<file path="src/inc/dspcv_pkg.sv">
package dspcv_pkg;

  ////////////////////////////////////////////////////////////////////////////
  // Instruction field positions
  localparam int unsigned MAJOR_LSB = 26;
  localparam int unsigned FIRST_LSB = 21;
  localparam int unsigned SECOND_LSB = 16;
  localparam int unsigned DEST_LSB = 11;
  localparam int unsigned SUB_LSB = 6;
  localparam int unsigned FUNC_LSB = 0;

  ////////////////////////////////////////////////////////////////////////////
  // Opcode values
  localparam logic [5:0] EXTENSION_MAJOR_OPCODE = 6'h1F;
  localparam logic [5:0] COMPARE_GROUP_FUNCTION = 6'h11;
  localparam logic [5:0] ABSOLUTE_GROUP_FUNCTION = 6'h12;
  localparam logic [4:0] SUB_EXPAND_RIGHT_ALT = 5'h1F;
  localparam logic [4:0] SUB_TRUNC_HALVES = 5'h14;
  localparam logic [4:0] SUB_TRUNC_BYTES = 5'h0C;
  localparam logic [4:0] SUB_ROUND_HALVES = 5'h15;
  localparam logic [4:0] SUB_SAT_UBYTES = 5'h0F;

  ////////////////////////////////////////////////////////////////////////////
  // Arithmetic constants and flag position
  localparam logic [32:0] ROUND_ADDEND = 33'h0_0000_8000;
  localparam logic [15:0] HALF_SAT_MAX = 16'h7FFF;
  localparam logic [15:0] UBYTE_LIMIT = 16'h7F80;
  localparam logic [7:0] UBYTE_MAX = 8'hFF;
  localparam logic [7:0] BYTE_ZERO = 8'h00;
  localparam int unsigned OUFLAG_SAT_BIT = 22;
  localparam logic [31:0] OUFLAG_SAT_MASK = 32'h0040_0000;

  ////////////////////////////////////////////////////////////////////////////
  // Reset values
  localparam logic [31:0] RST_WORD = 32'h0000_0000;
  localparam logic [4:0] RST_REG_IDX = 5'h00;

  typedef enum logic [2:0] {
    OP_NONE,
    OP_EXPAND_RIGHT_ALT,
    OP_TRUNC_HALVES,
    OP_TRUNC_BYTES,
    OP_ROUND_HALVES,
    OP_SAT_UBYTES
  } dspcv_op_t;

endpackage

</file>
<file path="src/hw/dspcv_decode.sv">
module dspcv_decode (
  input wire logic [31:0] i_instr,
  output dspcv_pkg::dspcv_op_t o_op
);
  import dspcv_pkg::*;

  wire [5:0] major_w = i_instr[MAJOR_LSB +: 6];
  wire [4:0] sub_w = i_instr[SUB_LSB +: 5];
  wire [5:0] func_w = i_instr[FUNC_LSB +: 6];
  wire ext_w = (major_w == EXTENSION_MAJOR_OPCODE);
  wire cmp_grp_w = ext_w & (func_w == COMPARE_GROUP_FUNCTION);
  wire abs_grp_w = ext_w & (func_w == ABSOLUTE_GROUP_FUNCTION);

  // Pure opcode decode; operand values never take part
  assign o_op = (abs_grp_w && sub_w == SUB_EXPAND_RIGHT_ALT) ? OP_EXPAND_RIGHT_ALT :
                (cmp_grp_w && sub_w == SUB_TRUNC_HALVES) ? OP_TRUNC_HALVES :
                (cmp_grp_w && sub_w == SUB_TRUNC_BYTES) ? OP_TRUNC_BYTES :
                (cmp_grp_w && sub_w == SUB_ROUND_HALVES) ? OP_ROUND_HALVES :
                (cmp_grp_w && sub_w == SUB_SAT_UBYTES) ? OP_SAT_UBYTES :
                OP_NONE;

endmodule // dspcv_decode

</file>
<file path="src/hw/dspcv_sat_lanes.sv">
module dspcv_sat_lanes (
  input wire logic [31:0] i_first,
  input wire logic [31:0] i_second,
  output logic [31:0] o_round_word,
  output logic o_round_ovf,
  output logic [31:0] o_ubyte_word,
  output logic o_ubyte_clamp
);
  import dspcv_pkg::*;

  // Returns {overflow, halfword}
  function automatic logic [16:0] round_half(input logic [31:0] v);
    logic [32:0] sum;
    sum = {v[31], v} + ROUND_ADDEND;
    if (sum[32] != sum[31]) begin
      return {1'b1, HALF_SAT_MAX};
    end
    return {1'b0, sum[31:16]};
  endfunction

  // Returns {clamped, byte}; negative wins over the upper clamp
  function automatic logic [8:0] ubyte(input logic [15:0] h);
    if (h[15]) begin
      return {1'b1, BYTE_ZERO};
    end else if (h > UBYTE_LIMIT) begin
      return {1'b1, UBYTE_MAX};
    end
    return {1'b0, h[14:7]};
  endfunction

  wire [16:0] rnd_a_w = round_half(i_first);
  wire [16:0] rnd_b_w = round_half(i_second);
  wire [8:0] ub_a_w = ubyte(i_first[31:16]);
  wire [8:0] ub_b_w = ubyte(i_first[15:0]);
  wire [8:0] ub_c_w = ubyte(i_second[31:16]);
  wire [8:0] ub_d_w = ubyte(i_second[15:0]);

  assign o_round_word = {rnd_a_w[15:0], rnd_b_w[15:0]};
  assign o_round_ovf = rnd_a_w[16] | rnd_b_w[16];
  assign o_ubyte_word = {ub_a_w[7:0], ub_b_w[7:0], ub_c_w[7:0], ub_d_w[7:0]};
  assign o_ubyte_clamp = ub_a_w[8] | ub_b_w[8] | ub_c_w[8] | ub_d_w[8];

endmodule // dspcv_sat_lanes

</file>
<file path="src/hw/dspcv_unit.sv">
module dspcv_unit (
  input wire logic i_clock,
  input wire logic i_rst_n,
  input wire logic i_issue_valid,
  input wire logic [31:0] i_instr,
  input wire logic [31:0] i_first_src,
  input wire logic [31:0] i_second_src,
  input wire logic [31:0] i_dsp_control,
  output logic o_result_valid,
  output logic [31:0] o_result,
  output logic [4:0] o_dest_idx,
  output logic o_ctrl_we,
  output logic [31:0] o_ctrl_value,
  output logic o_unknown
);
  import dspcv_pkg::*;

  ////////////////////////////////////////////////////////////////////////////
  // Decode and lanes

  dspcv_pkg::dspcv_op_t op_w;
  logic [31:0] round_word_w;
  logic round_ovf_w;
  logic [31:0] ubyte_word_w;
  logic ubyte_clamp_w;

  dspcv_decode u_decode (
    .i_instr(i_instr),
    .o_op(op_w)
  );

  dspcv_sat_lanes u_lanes (
    .i_first(i_first_src),
    .i_second(i_second_src),
    .o_round_word(round_word_w),
    .o_round_ovf(round_ovf_w),
    .o_ubyte_word(ubyte_word_w),
    .o_ubyte_clamp(ubyte_clamp_w)
  );

  ////////////////////////////////////////////////////////////////////////////
  // Result selection

  wire issue_ok_w = i_issue_valid & (op_w != OP_NONE);
  // Unknown depends on the opcode and i_issue_valid only, never on operand values
  wire unknown_w = i_issue_valid & (op_w == OP_NONE);
  wire [31:0] expand_w = {BYTE_ZERO, i_second_src[23:16], BYTE_ZERO, i_second_src[7:0]};
  wire [31:0] trunc_half_w = {i_first_src[31:16], i_second_src[31:16]};
  wire [31:0] trunc_byte_w = {i_first_src[31:24], i_first_src[15:8],
                              i_second_src[31:24], i_second_src[15:8]};
  wire sat_event_w = ((op_w == OP_ROUND_HALVES) & round_ovf_w) |
                     ((op_w == OP_SAT_UBYTES) & ubyte_clamp_w);

  logic [31:0] result_next;
  always_comb begin
    case (op_w)
      OP_EXPAND_RIGHT_ALT: result_next = expand_w;
      OP_TRUNC_HALVES: result_next = trunc_half_w;
      OP_TRUNC_BYTES: result_next = trunc_byte_w;
      OP_ROUND_HALVES: result_next = round_word_w;
      OP_SAT_UBYTES: result_next = ubyte_word_w;
      default: result_next = RST_WORD;
    endcase
  end

  // Only bit 22 is forced high; a write never clears anything. The caller must
  // forward a pending control write into i_dsp_control for back-to-back issues.
  wire [31:0] ctrl_value_next = i_dsp_control | OUFLAG_SAT_MASK;
  wire ctrl_we_next = issue_ok_w & sat_event_w;

  ////////////////////////////////////////////////////////////////////////////
  // Output registers: result and flag leave in the same cycle

  logic result_valid_reg;
  logic [31:0] result_reg;
  logic [4:0] dest_idx_reg;
  logic ctrl_we_reg;
  logic [31:0] ctrl_value_reg;
  logic unknown_reg;

  always_ff @(posedge i_clock) begin
    if (!i_rst_n) begin
      result_valid_reg <= 1'b0;
      result_reg <= RST_WORD;
      dest_idx_reg <= RST_REG_IDX;
      ctrl_we_reg <= 1'b0;
      ctrl_value_reg <= RST_WORD;
      unknown_reg <= 1'b0;
    end else begin
      result_valid_reg <= issue_ok_w;
      result_reg <= result_next;
      dest_idx_reg <= i_instr[DEST_LSB +: 5];
      ctrl_we_reg <= ctrl_we_next;
      ctrl_value_reg <= ctrl_value_next;
      unknown_reg <= unknown_w;
    end
  end

  assign o_result_valid = result_valid_reg;
  assign o_result = result_reg;
  assign o_dest_idx = dest_idx_reg;
  assign o_ctrl_we = ctrl_we_reg;
  assign o_ctrl_value = ctrl_value_reg;
  assign o_unknown = unknown_reg;

  // Reference rounding sum for the second lane, read only by checks
  wire [32:0] ref_sum_w = {i_second_src[31], i_second_src} + ROUND_ADDEND;
  wire is_exp_w = issue_ok_w & (op_w == OP_EXPAND_RIGHT_ALT);
  wire is_trh_w = issue_ok_w & (op_w == OP_TRUNC_HALVES);
  wire is_trb_w = issue_ok_w & (op_w == OP_TRUNC_BYTES);
  wire is_rnd_w = issue_ok_w & (op_w == OP_ROUND_HALVES);
  wire is_sat_w = issue_ok_w & (op_w == OP_SAT_UBYTES);
endmodule // dspcv_unit

</file>
<file path="config.mk">
export PLATFORM = sky130hd
export DESIGN_NAME = dspcv_unit
export DESIGN_NICKNAME = d
export VERILOG_FILES = /design/src/inc/dspcv_pkg.sv /design/src/hw/dspcv_decode.sv /design/src/hw/dspcv_sat_lanes.sv /design/src/hw/dspcv_unit.sv
export SDC_FILE = /design/constraint.sdc
export NUM_CORES = 1
export LEC_CHECK = 0
export ABC_AREA = 1
export BUFFER_PORTS_ARGS = -buffer_cell sky130_fd_sc_hd__buf_2
export CAP_MARGIN = 20
export CORE_ASPECT_RATIO = 0.5
export CORE_MARGIN = 3
export CORE_UTILIZATION = 45
export DETAILED_ROUTE_END_ITERATION = 7
export PLACE_DENSITY_LB_ADDON = 0.08
export SLEW_MARGIN = 0
export SYNTH_ARGS = -nofsm -noshare
export SYNTH_HDL_FRONTEND = slang
export SYNTH_SLANG_ARGS = --single-unit
</file>
<file path="constraint.sdc">
create_clock -name i_clock -period 3.07 [get_ports i_clock]
set_input_delay 0.307 -clock i_clock [delete_from_list [all_inputs] [get_ports i_clock]]
set_output_delay 0.307 -clock i_clock [all_outputs]
set_load 0.02 [all_outputs]
</file>
Yosys cells after proc, flatten, opt, wreduce, memory -nomap -nowiden
Index checks and enable logic that the tools add are counted.

Bits in registers: 72. Output and inout port bits: 72.

Add/subtract/negate cells: 2. Order comparisons: 4. Equality and inequality tests: 15. Muxes and demuxes: 33. Bitwise operators: 12. Reduce and logical (&&, ||, !) cells: 7.

Operator list (count): one-hot mux 32 bit (5 select lines) (1); 2-to-1 mux 9 bit (12); 2-to-1 mux 17 bit (4); adder 32 x 17 -> 33 bit (second input constant) (2); > comparator 16 x 15 -> 1 bit (second input constant) (4); 2-to-1 mux 23 bit (1); == test 6 x 5 -> 1 bit (second input constant) (3); == test 5 bit (second input constant) (3); 2-to-1 mux 3 bit (5); == test 5 x 4 -> 1 bit (second input constant) (2); 2-to-1 mux 1 bit (10); bitwise AND 1 bit (7); == test 3 x 2 -> 1 bit (second input constant) (2); == test 3 bit (second input constant) (2); logical AND 1 bit (5); bitwise OR 1 bit (5); == test 3 x 1 -> 1 bit (second input constant) (1); zero test 3 bit (1); nonzero test 3 bit (1); != test 1 bit (2).

Logic depth before layout (Yosys ltp)
Gate-level depths: netlist of run 1.

Depth in word-level cells: 12. Mapped depth: 16. Gate-level depth less buffers: 15.

By module
From an unflattened synthesis of run 1, not the netlist that was laid out.

Cells, all modules: 780. Area, all modules: 4713.3 µm².

By module, submodules not included: dspcv_unit (instances 1, cells each 434, area an instance 3118.0 µm², seq. area each 1441.4 µm²); dspcv_sat_lanes (instances 1, cells each 307, area an instance 1397.6 µm², seq. area each 0.0 µm²); dspcv_decode (instances 1, cells each 39, area an instance 197.7 µm², seq. area each 0.0 µm²).

Worst setup path before layout of run 1
No wires, ideal clock.

Path kind: input -> register. Start: in i_first_src[15]. End: reg result_reg[23], in the netlist o_result[23]. Setup time: 0.109 ns. Arrival: 2.127 ns. Setup slack: 0.834 ns. Stages: 16. Path through: ha_1 nand2_1 nor2_1 nand2_1 nor2_1 xor2_1 ha_1 inv_1 clkbuf_1 nand2_1 nor2_1 nor2_1 nor2_1 nand4_1 nand2_1 inv_1.

Word-level cells in the longest chain between the ends: 5.

RTL lines: start, declared (RTL line dspcv_unit.sv:6) `input wire logic [31:0] i_first_src,`; adder 32 x 17 -> 33 bit or > comparator 16 x 15 -> 1 bit (tied branches) (RTL line dspcv_sat_lanes.sv:14, dspcv_sat_lanes.sv:25); != test 1 bit or 2-to-1 mux 1 bit (tied branches) (RTL line dspcv_sat_lanes.sv:15, dspcv_sat_lanes.sv:25); 2-to-1 mux 1 bit, on equally long branches (RTL line dspcv_sat_lanes.sv:15, dspcv_sat_lanes.sv:23); 2-to-1 mux 17 bit or 2-to-1 mux 9 bit (tied branches) (RTL line dspcv_sat_lanes.sv:18, dspcv_sat_lanes.sv:28); one-hot mux 32 bit (5 select lines) (*) (RTL line dspcv_unit.sv:56) `case (op_w)`; end signal, assigned (RTL line dspcv_unit.sv:91) `result_reg <= result_next;`; end, declared (RTL line dspcv_unit.sv:75) `logic [31:0] result_reg;`.

Mark *: on every way between the ends. The rest lies on a longest branch, timed or not. A chain may end at the register's enable or synchronous reset.

Worst setup path after layout of run 1
Start: in i_first_src[15]. End: reg result_reg[20], in the netlist o_result[20].

Same word-level chain as after synthesis.

==> metrics.txt, run 1 <==
fraction of layout cells with a size suffix above 1 26.11%; CP Cell Sequence buf_2, ha_1, nand2_1, nor2_1, nand2_1, nor2_1, xor2_1, ha_1, inv_1, nand2_1, nor2_1, nor2_1, nor2_1, nand4_1, nand2_1, inv_1; Final Slew Violations 0; period utilisation layout 76.07%; die area 10,560 µm²; Layout Utilization 62.30%; All-Layer GR Usage 25.04%; first-pass GRT wire length 21,160 µm; TritonCTS clock tree done; post-CTS sizing 0; DPL Wire Length roughly 10,000 µm; non-filler cells, final 994; crit-path max FO 12; cts bufs inserted 9; ANT nets after route 0; FP Rows 24; CP Launch Type input pin; PortBufs between 150 and 200; Pre-antenna DRT Iters 6; Area growth syn-to-layout 31.95%; Post-CTS Setup Bufs 0; most common library cell in the layout ignoring fill and taps nand2_1; most used cell, CP nor2_1; drt initial violations between 400 and 500; Initial Utilization 47.22%; Die Y 74.18 µm; H-tree depth 3; Slew headroom 56.48%; met3 WL 1336 µm; worst hold slack 0.1575 ns; crit path time final 2.335 ns; number of global-route vias before repair 4,413; commonest non-fill, non-tap cells in the layout 198 x nand2_1, 191 x buf_2, 115 x nor2_1; Clock Sink Count 72; nets@finish 1,007; syn avg cell area 6.097 µm²; die width 142.3 µm; Max clock buf depth 2; Layout fillers 881; met2 wire len 5899 µm; # DRC 0; Max Cap Viol 0; Yosys warning count 0; CP Capture Type register; register bit total from synthesis 72; largest net degree at the start of global routing 40; status complete, no violations; worst vdd ir 0.2491 mV; register area share after synthesis about 34%; Vias ~4,900; DR WL/cell 13.58 µm; post-synthesis net count 821; Hold Vio Cnt, Final 0; Hold Path Sink o_ctrl_value[19]$_SDFF_PN0_; routability cong. 0.8989; CTS Root Cell clkbuf_16; Vias/cell 4.960; Leakage 3.189 nW; crit path DAT roughly 2.6 ns; Max Freq 428.2 MHz; dpl cells 978; core area 8859 µm²; met1 wire length between 6000 and 7000 µm; final worst setup slack 0.7348 ns; DP Worst Slack slightly below 0.4 ns; Largest delay share family, worst path simple AND/OR/NAND/NOR gates; remaining global-route overflow 0; Top Layer Used met4; library cells used by synthesis 33; Ports approximately 200; Netlist Area Pre-Place 4183 µm²; worst min path class in -> reg; Worst-Margin Slew about 0.65 ns; Mapped Cells approximately 690; clk slew on worst S/H paths 0.06 ns; unrepaired setup endpoints after global routing false; Setup TNS 0 ns; Worst Path Required 3.31 ns; WL final 13,500 µm; Worst Hold Depth 3; hold path startpoint i_dsp_control[19]; PD cells 436.5 nW/µm²; Setup-failing EPs final 0; critical path class in -> reg; Critical Path Max Stage Delay 0.33 ns; CP bufs+invs 3; crit path max-delay cell type inv_1; ANT cells 0; cts hold-fix bufs 0; initial antenna violation count 0
## state kept, by name (all words and copies together) (netlist names)
name and cells:
o_ctrl_value 32, o_result 32, o_dest_idx 5, o_ctrl_we 1
o_result_valid 1, o_unknown 1
## final cells by class
type                       count  area [µm²]  area share [%]
multi-input combinational    477        2182           39.54
sequential                    72        1441           26.12
timing repair buffer         195       985.9           17.86
inverter                     117       441.7           8.003
clock buffer                  10       229.0           4.149
tap                          117       146.4           2.652
clock inverter                 6       92.59           1.678
## metrics by stage
step / total power (W) / cell area (µm²)
global route: 0.002506 / 5519
detailed placement: 0.001295 / 5197
CTS: 0.002430 / 5519
global placement: 0.001290 / 5197
finish: 0.002409 / 5519
floorplan: 0.001133 / 4183
## cells by family after synthesis
kind of cell	share of synthesized area [%]
adder cells (fa/ha/maj)	1.197
AND/OR/NAND/NOR	43.11
buffers and inverters	13.37
XOR/XNOR	0.6283
flip-flops	34.46
AO/OA/AOI/OAI	7.239
## cells in the mapped netlist
cell       count  area share, %
buf_6          4            1.1
dfxtp_1       72             34
o211ai_1       1           0.18
nand3b_1       4           0.72
nor2_4         3           0.81
inv_1        112             10
nand2_1      198             18
buf_4          2           0.36
o21ai_0       20            2.4
nand3_1       31            3.7
nor2_1       115             10
buf_2          4           0.48
nand2_2        3           0.45
or2_2          1           0.15
o2111ai_1      1           0.21
nor2_2         3           0.45
nand2_4        1           0.27
nand4_1       40            6.0
a22oi_1        1           0.18
o21ai_1        5           0.60
or3_1          1           0.15
ha_1           4            1.2
inv_4          1           0.15
nor3b_1        1           0.18
a21oi_1       22            2.6
a31oi_1        7            1.0
clkbuf_1       7           0.63
buf_1          3           0.27
nand3_4        2           0.84
xor2_1         3           0.63
inv_2          4           0.36
nor3_1         9            1.1
nand3_2        1           0.24
## power by group
part,switching [W],internal [W],total (W)
logic,0.000197,0.000114,0.000310
registers,0.00000571,0.000961,0.000967
clock network,0.000416,0.000716,0.00113
## routing by layer
layer | GRT usage, % | vias up
met5 | 0 | -
met1 | 34.06 | 2138
met3 | 6.230 | 16
met2 | 39.74 | 261
met4 | 7.798 | 0
li1 | - | 2515
## how the worst max path moves through the flow
stage / from / to / slack [ns] / depth (start not counted)
6_report: i_first_src[15] / o_result[20]$_SDFF_PN0_ / 0.73 / 16
4_1_cts: i_first_src[15] / o_result[20]$_SDFF_PN0_ / 0.74 / 16
3_3_place_gp: i_first_src[15] / o_result[20]$_SDFF_PN0_ / 0.42 / 16
2_1_floorplan: i_first_src[15] / o_result[23]$_SDFF_PN0_ / 0.83 / 16
5_1_grt: i_first_src[15] / o_result[20]$_SDFF_PN0_ / 0.45 / 15
3_5_place_dp: i_first_src[15] / o_result[20]$_SDFF_PN0_ / 0.39 / 16
No activity file was read; power rests on OpenSTA's default activity.
==> run 2: changes to the inputs <==
ABC_AREA = 0   (was 1)
CORE_UTILIZATION = 42   (was 45)
clock period = 2.08 ns   (was 3.07 ns; I/O delays follow)
==> metrics.txt, run 2 <==
status complete, no violations; Setup TNS 0 ns; cell taking the most area after synthesis dfxtp_1; sequential share of power about two fifths; routability cong. between 0.9 and 1; # DRC 0; post-synthesis net count about 570; first-pass GRT wire length 19,380 µm; commonest non-fill, non-tap cells in the layout 191 x buf_2, 72 x dfxtp_1, 58 x buf_4; top cells by area, synth dfxtp_1 36%, and2_1 5.7%, a31oi_2 5.4%; Yosys warning count 0; die width 143.5 µm; Die Y 74.74 µm; remaining global-route overflow 0; post-synthesis mux area share less than 1%; top cell type's share of synthesized area approximately 36%; die area 10,720 µm²; initial antenna violation count 0; Post-synth top cells 72 x dfxtp_1, 39 x nand2_1, 36 x and2_1, 27 x o21ai_0, 21 x a22oi_1; Setup-failing EPs final 0; All-Layer GR Usage 22.86%; Final Slew Violations 0; CTS Root Cell clkbuf_16; Ports 203; Max clock buf depth 2; Layout fillers 810; Post-synth EDFFs 0; Synth Area in Adders 1.261%; cts bufs inserted 9; worst min path class in -> reg; switching power 0.0008713 W; FFs w/ async S/R, synth 0%; crit-path max FO 7; FP Rows 24; Clk pwr share 46.0%; dpl cells 776; non-filler cells, final about 790; ANT cells 0; crit path time final 1.856 ns; post-synthesis compound-gate area fraction 22.51%; DPL Wire Length 10,230 µm; most used cell, CP ha_1; WL final ~13,000 µm; register area share after synthesis 36.32%; DR WL/cell approximately 16 µm; library cells used by synthesis 66; Post-CTS Setup Bufs 0; largest net degree at the start of global routing 38; crit path max-delay cell type ha_1; drt initial violations 283; cts hold-fix bufs 0; Critical Path Max Stage Delay 0.39 ns; crit path DAT ~2.1 ns; Hold Vio Cnt, Final 0; register bit total from synthesis about 70; number of global-route vias before repair 3,873; Mapped Cells around 440; worst vdd ir between 0.3 and 0.4 mV; combinational family with the most area after synthesis simple AND/OR/NAND/NOR gates; Netlist Area Pre-Place 3969 µm²; Max Cap Viol 0; Clock Sink Count 72; CP Cell Sequence buf_2, ha_1, and4_1, nand2_1, nor2_1, xnor2_1, ha_1, or3_1, a32oi_1, a31oi_2; Worst Path Required between 2 and 2.5 ns; sw frac 24.41%; TritonCTS clock tree done; Vias/cell about 5.4; CP Capture Type register; Area growth syn-to-layout 43.38%; clk slew on worst S/H paths 0.06 ns; fraction of layout cells with a size suffix above 1 45.63%; PortBufs 191; most common flop cell mapped by yosys dfxtp_1; Slew headroom 53.47%; Synth Area in XOR/XNOR under 10%; syn avg cell area 9.082 µm²; unrepaired setup endpoints after global routing false; Worst-Margin Slew 0.6980 ns; count leader, synth dfxtp_1; combinational share of power 14.0%; core area 8949 µm²; Vias 4,293; Initial Utilization 44.35%; H-tree depth 3; Pre-antenna DRT Iters 5; most common library cell in the layout ignoring fill and taps buf_2; Leakage between 2 and 2.5 nW; CP Launch Type input pin; ANT nets after route 0; nets@finish 805; P_int 0.002699 W; post-CTS sizing 0; Largest delay share family, worst path simple AND/OR/NAND/NOR gates; Max Freq about 540 MHz; CP bufs+invs 1; worst hold slack 0.07998 ns; DP Worst Slack -0.1052 ns; Simple-Gate Fraction of Synth Area 30.45%; PD cells ~630 nW/µm²; period utilisation layout 89.21%; final worst setup slack 0.2244 ns; critical path class in -> reg
[run 2: worst paths after layout]
check                              from  cells past startpoint                     endpoint
worst max-delay path   i_second_src[15]                     10       o_result[4]$_SDFF_PN0_
worst min-delay path  i_dsp_control[23]                      2  o_ctrl_value[23]$_SDFF_PN0_
[run 2: final cells by class]
cell class                 count  area (µm²)  area share (%)
clock buffer                  10       229.0           4.024
clock inverter                 6       90.09           1.583
sequential                    72        1441           25.33
tap                          117       146.4           2.573
timing repair buffer         251        1431           25.15
inverter                       7       26.28          0.4617
multi-input combinational    329        2326           40.88
[run 2: logic make-up (layout without fill, tap and decap cells)]
| group | Yosys count | after routing |
|---|---|---|
| DFF | 72 | 72 |
| and+or+nand+nor | 193 | 193 |
| xor gates and xnor gates | 18 | 18 |
| AOI/OAI and AO/OA | 113 | 113 |
| buffers and inverters | 36 | 274 |
| muxes | 1 | 1 |
| adders and majority gates | 4 | 4 |
[run 2: power groups by stage]
stage | registers (W) | clock network (W) | logic (W)
6_report | 0.00143 | 0.00164 | 0.000501
5_1_grt | 0.00143 | 0.00174 | 0.000546
4_1_cts | 0.00143 | 0.00167 | 0.000499
3_5_place_dp | 0.00146 | 0 | 0.000497
3_3_place_gp | 0.00146 | 0 | 0.000494
2_1_floorplan | 0.00151 | 0 | 0.000162
[run 2: metrics by stage]
stage / instance area, µm² / power [W] / util (%)
finish: 5690 / 0.003570 / 63.59
global route: 5690 / 0.003711 / 63.59
CTS: 5690 / 0.003593 / 63.59
detailed placement: 5371 / 0.001954 / 60.03
global placement: 5371 / 0.001950 / 60.03
floorplan: 3993 / 0.001672 / -
[run 2: routing by layer]
layer / up-vias / GRT usage [%] / wire [µm]
met4: 0 / 4.384 / 140
li1: 2102 / - / -
met5: - / 0 / 0
met1: 1981 / 31.60 / 5895
met3: 13 / 5.647 / 1055
met2: 197 / 36.99 / 5694
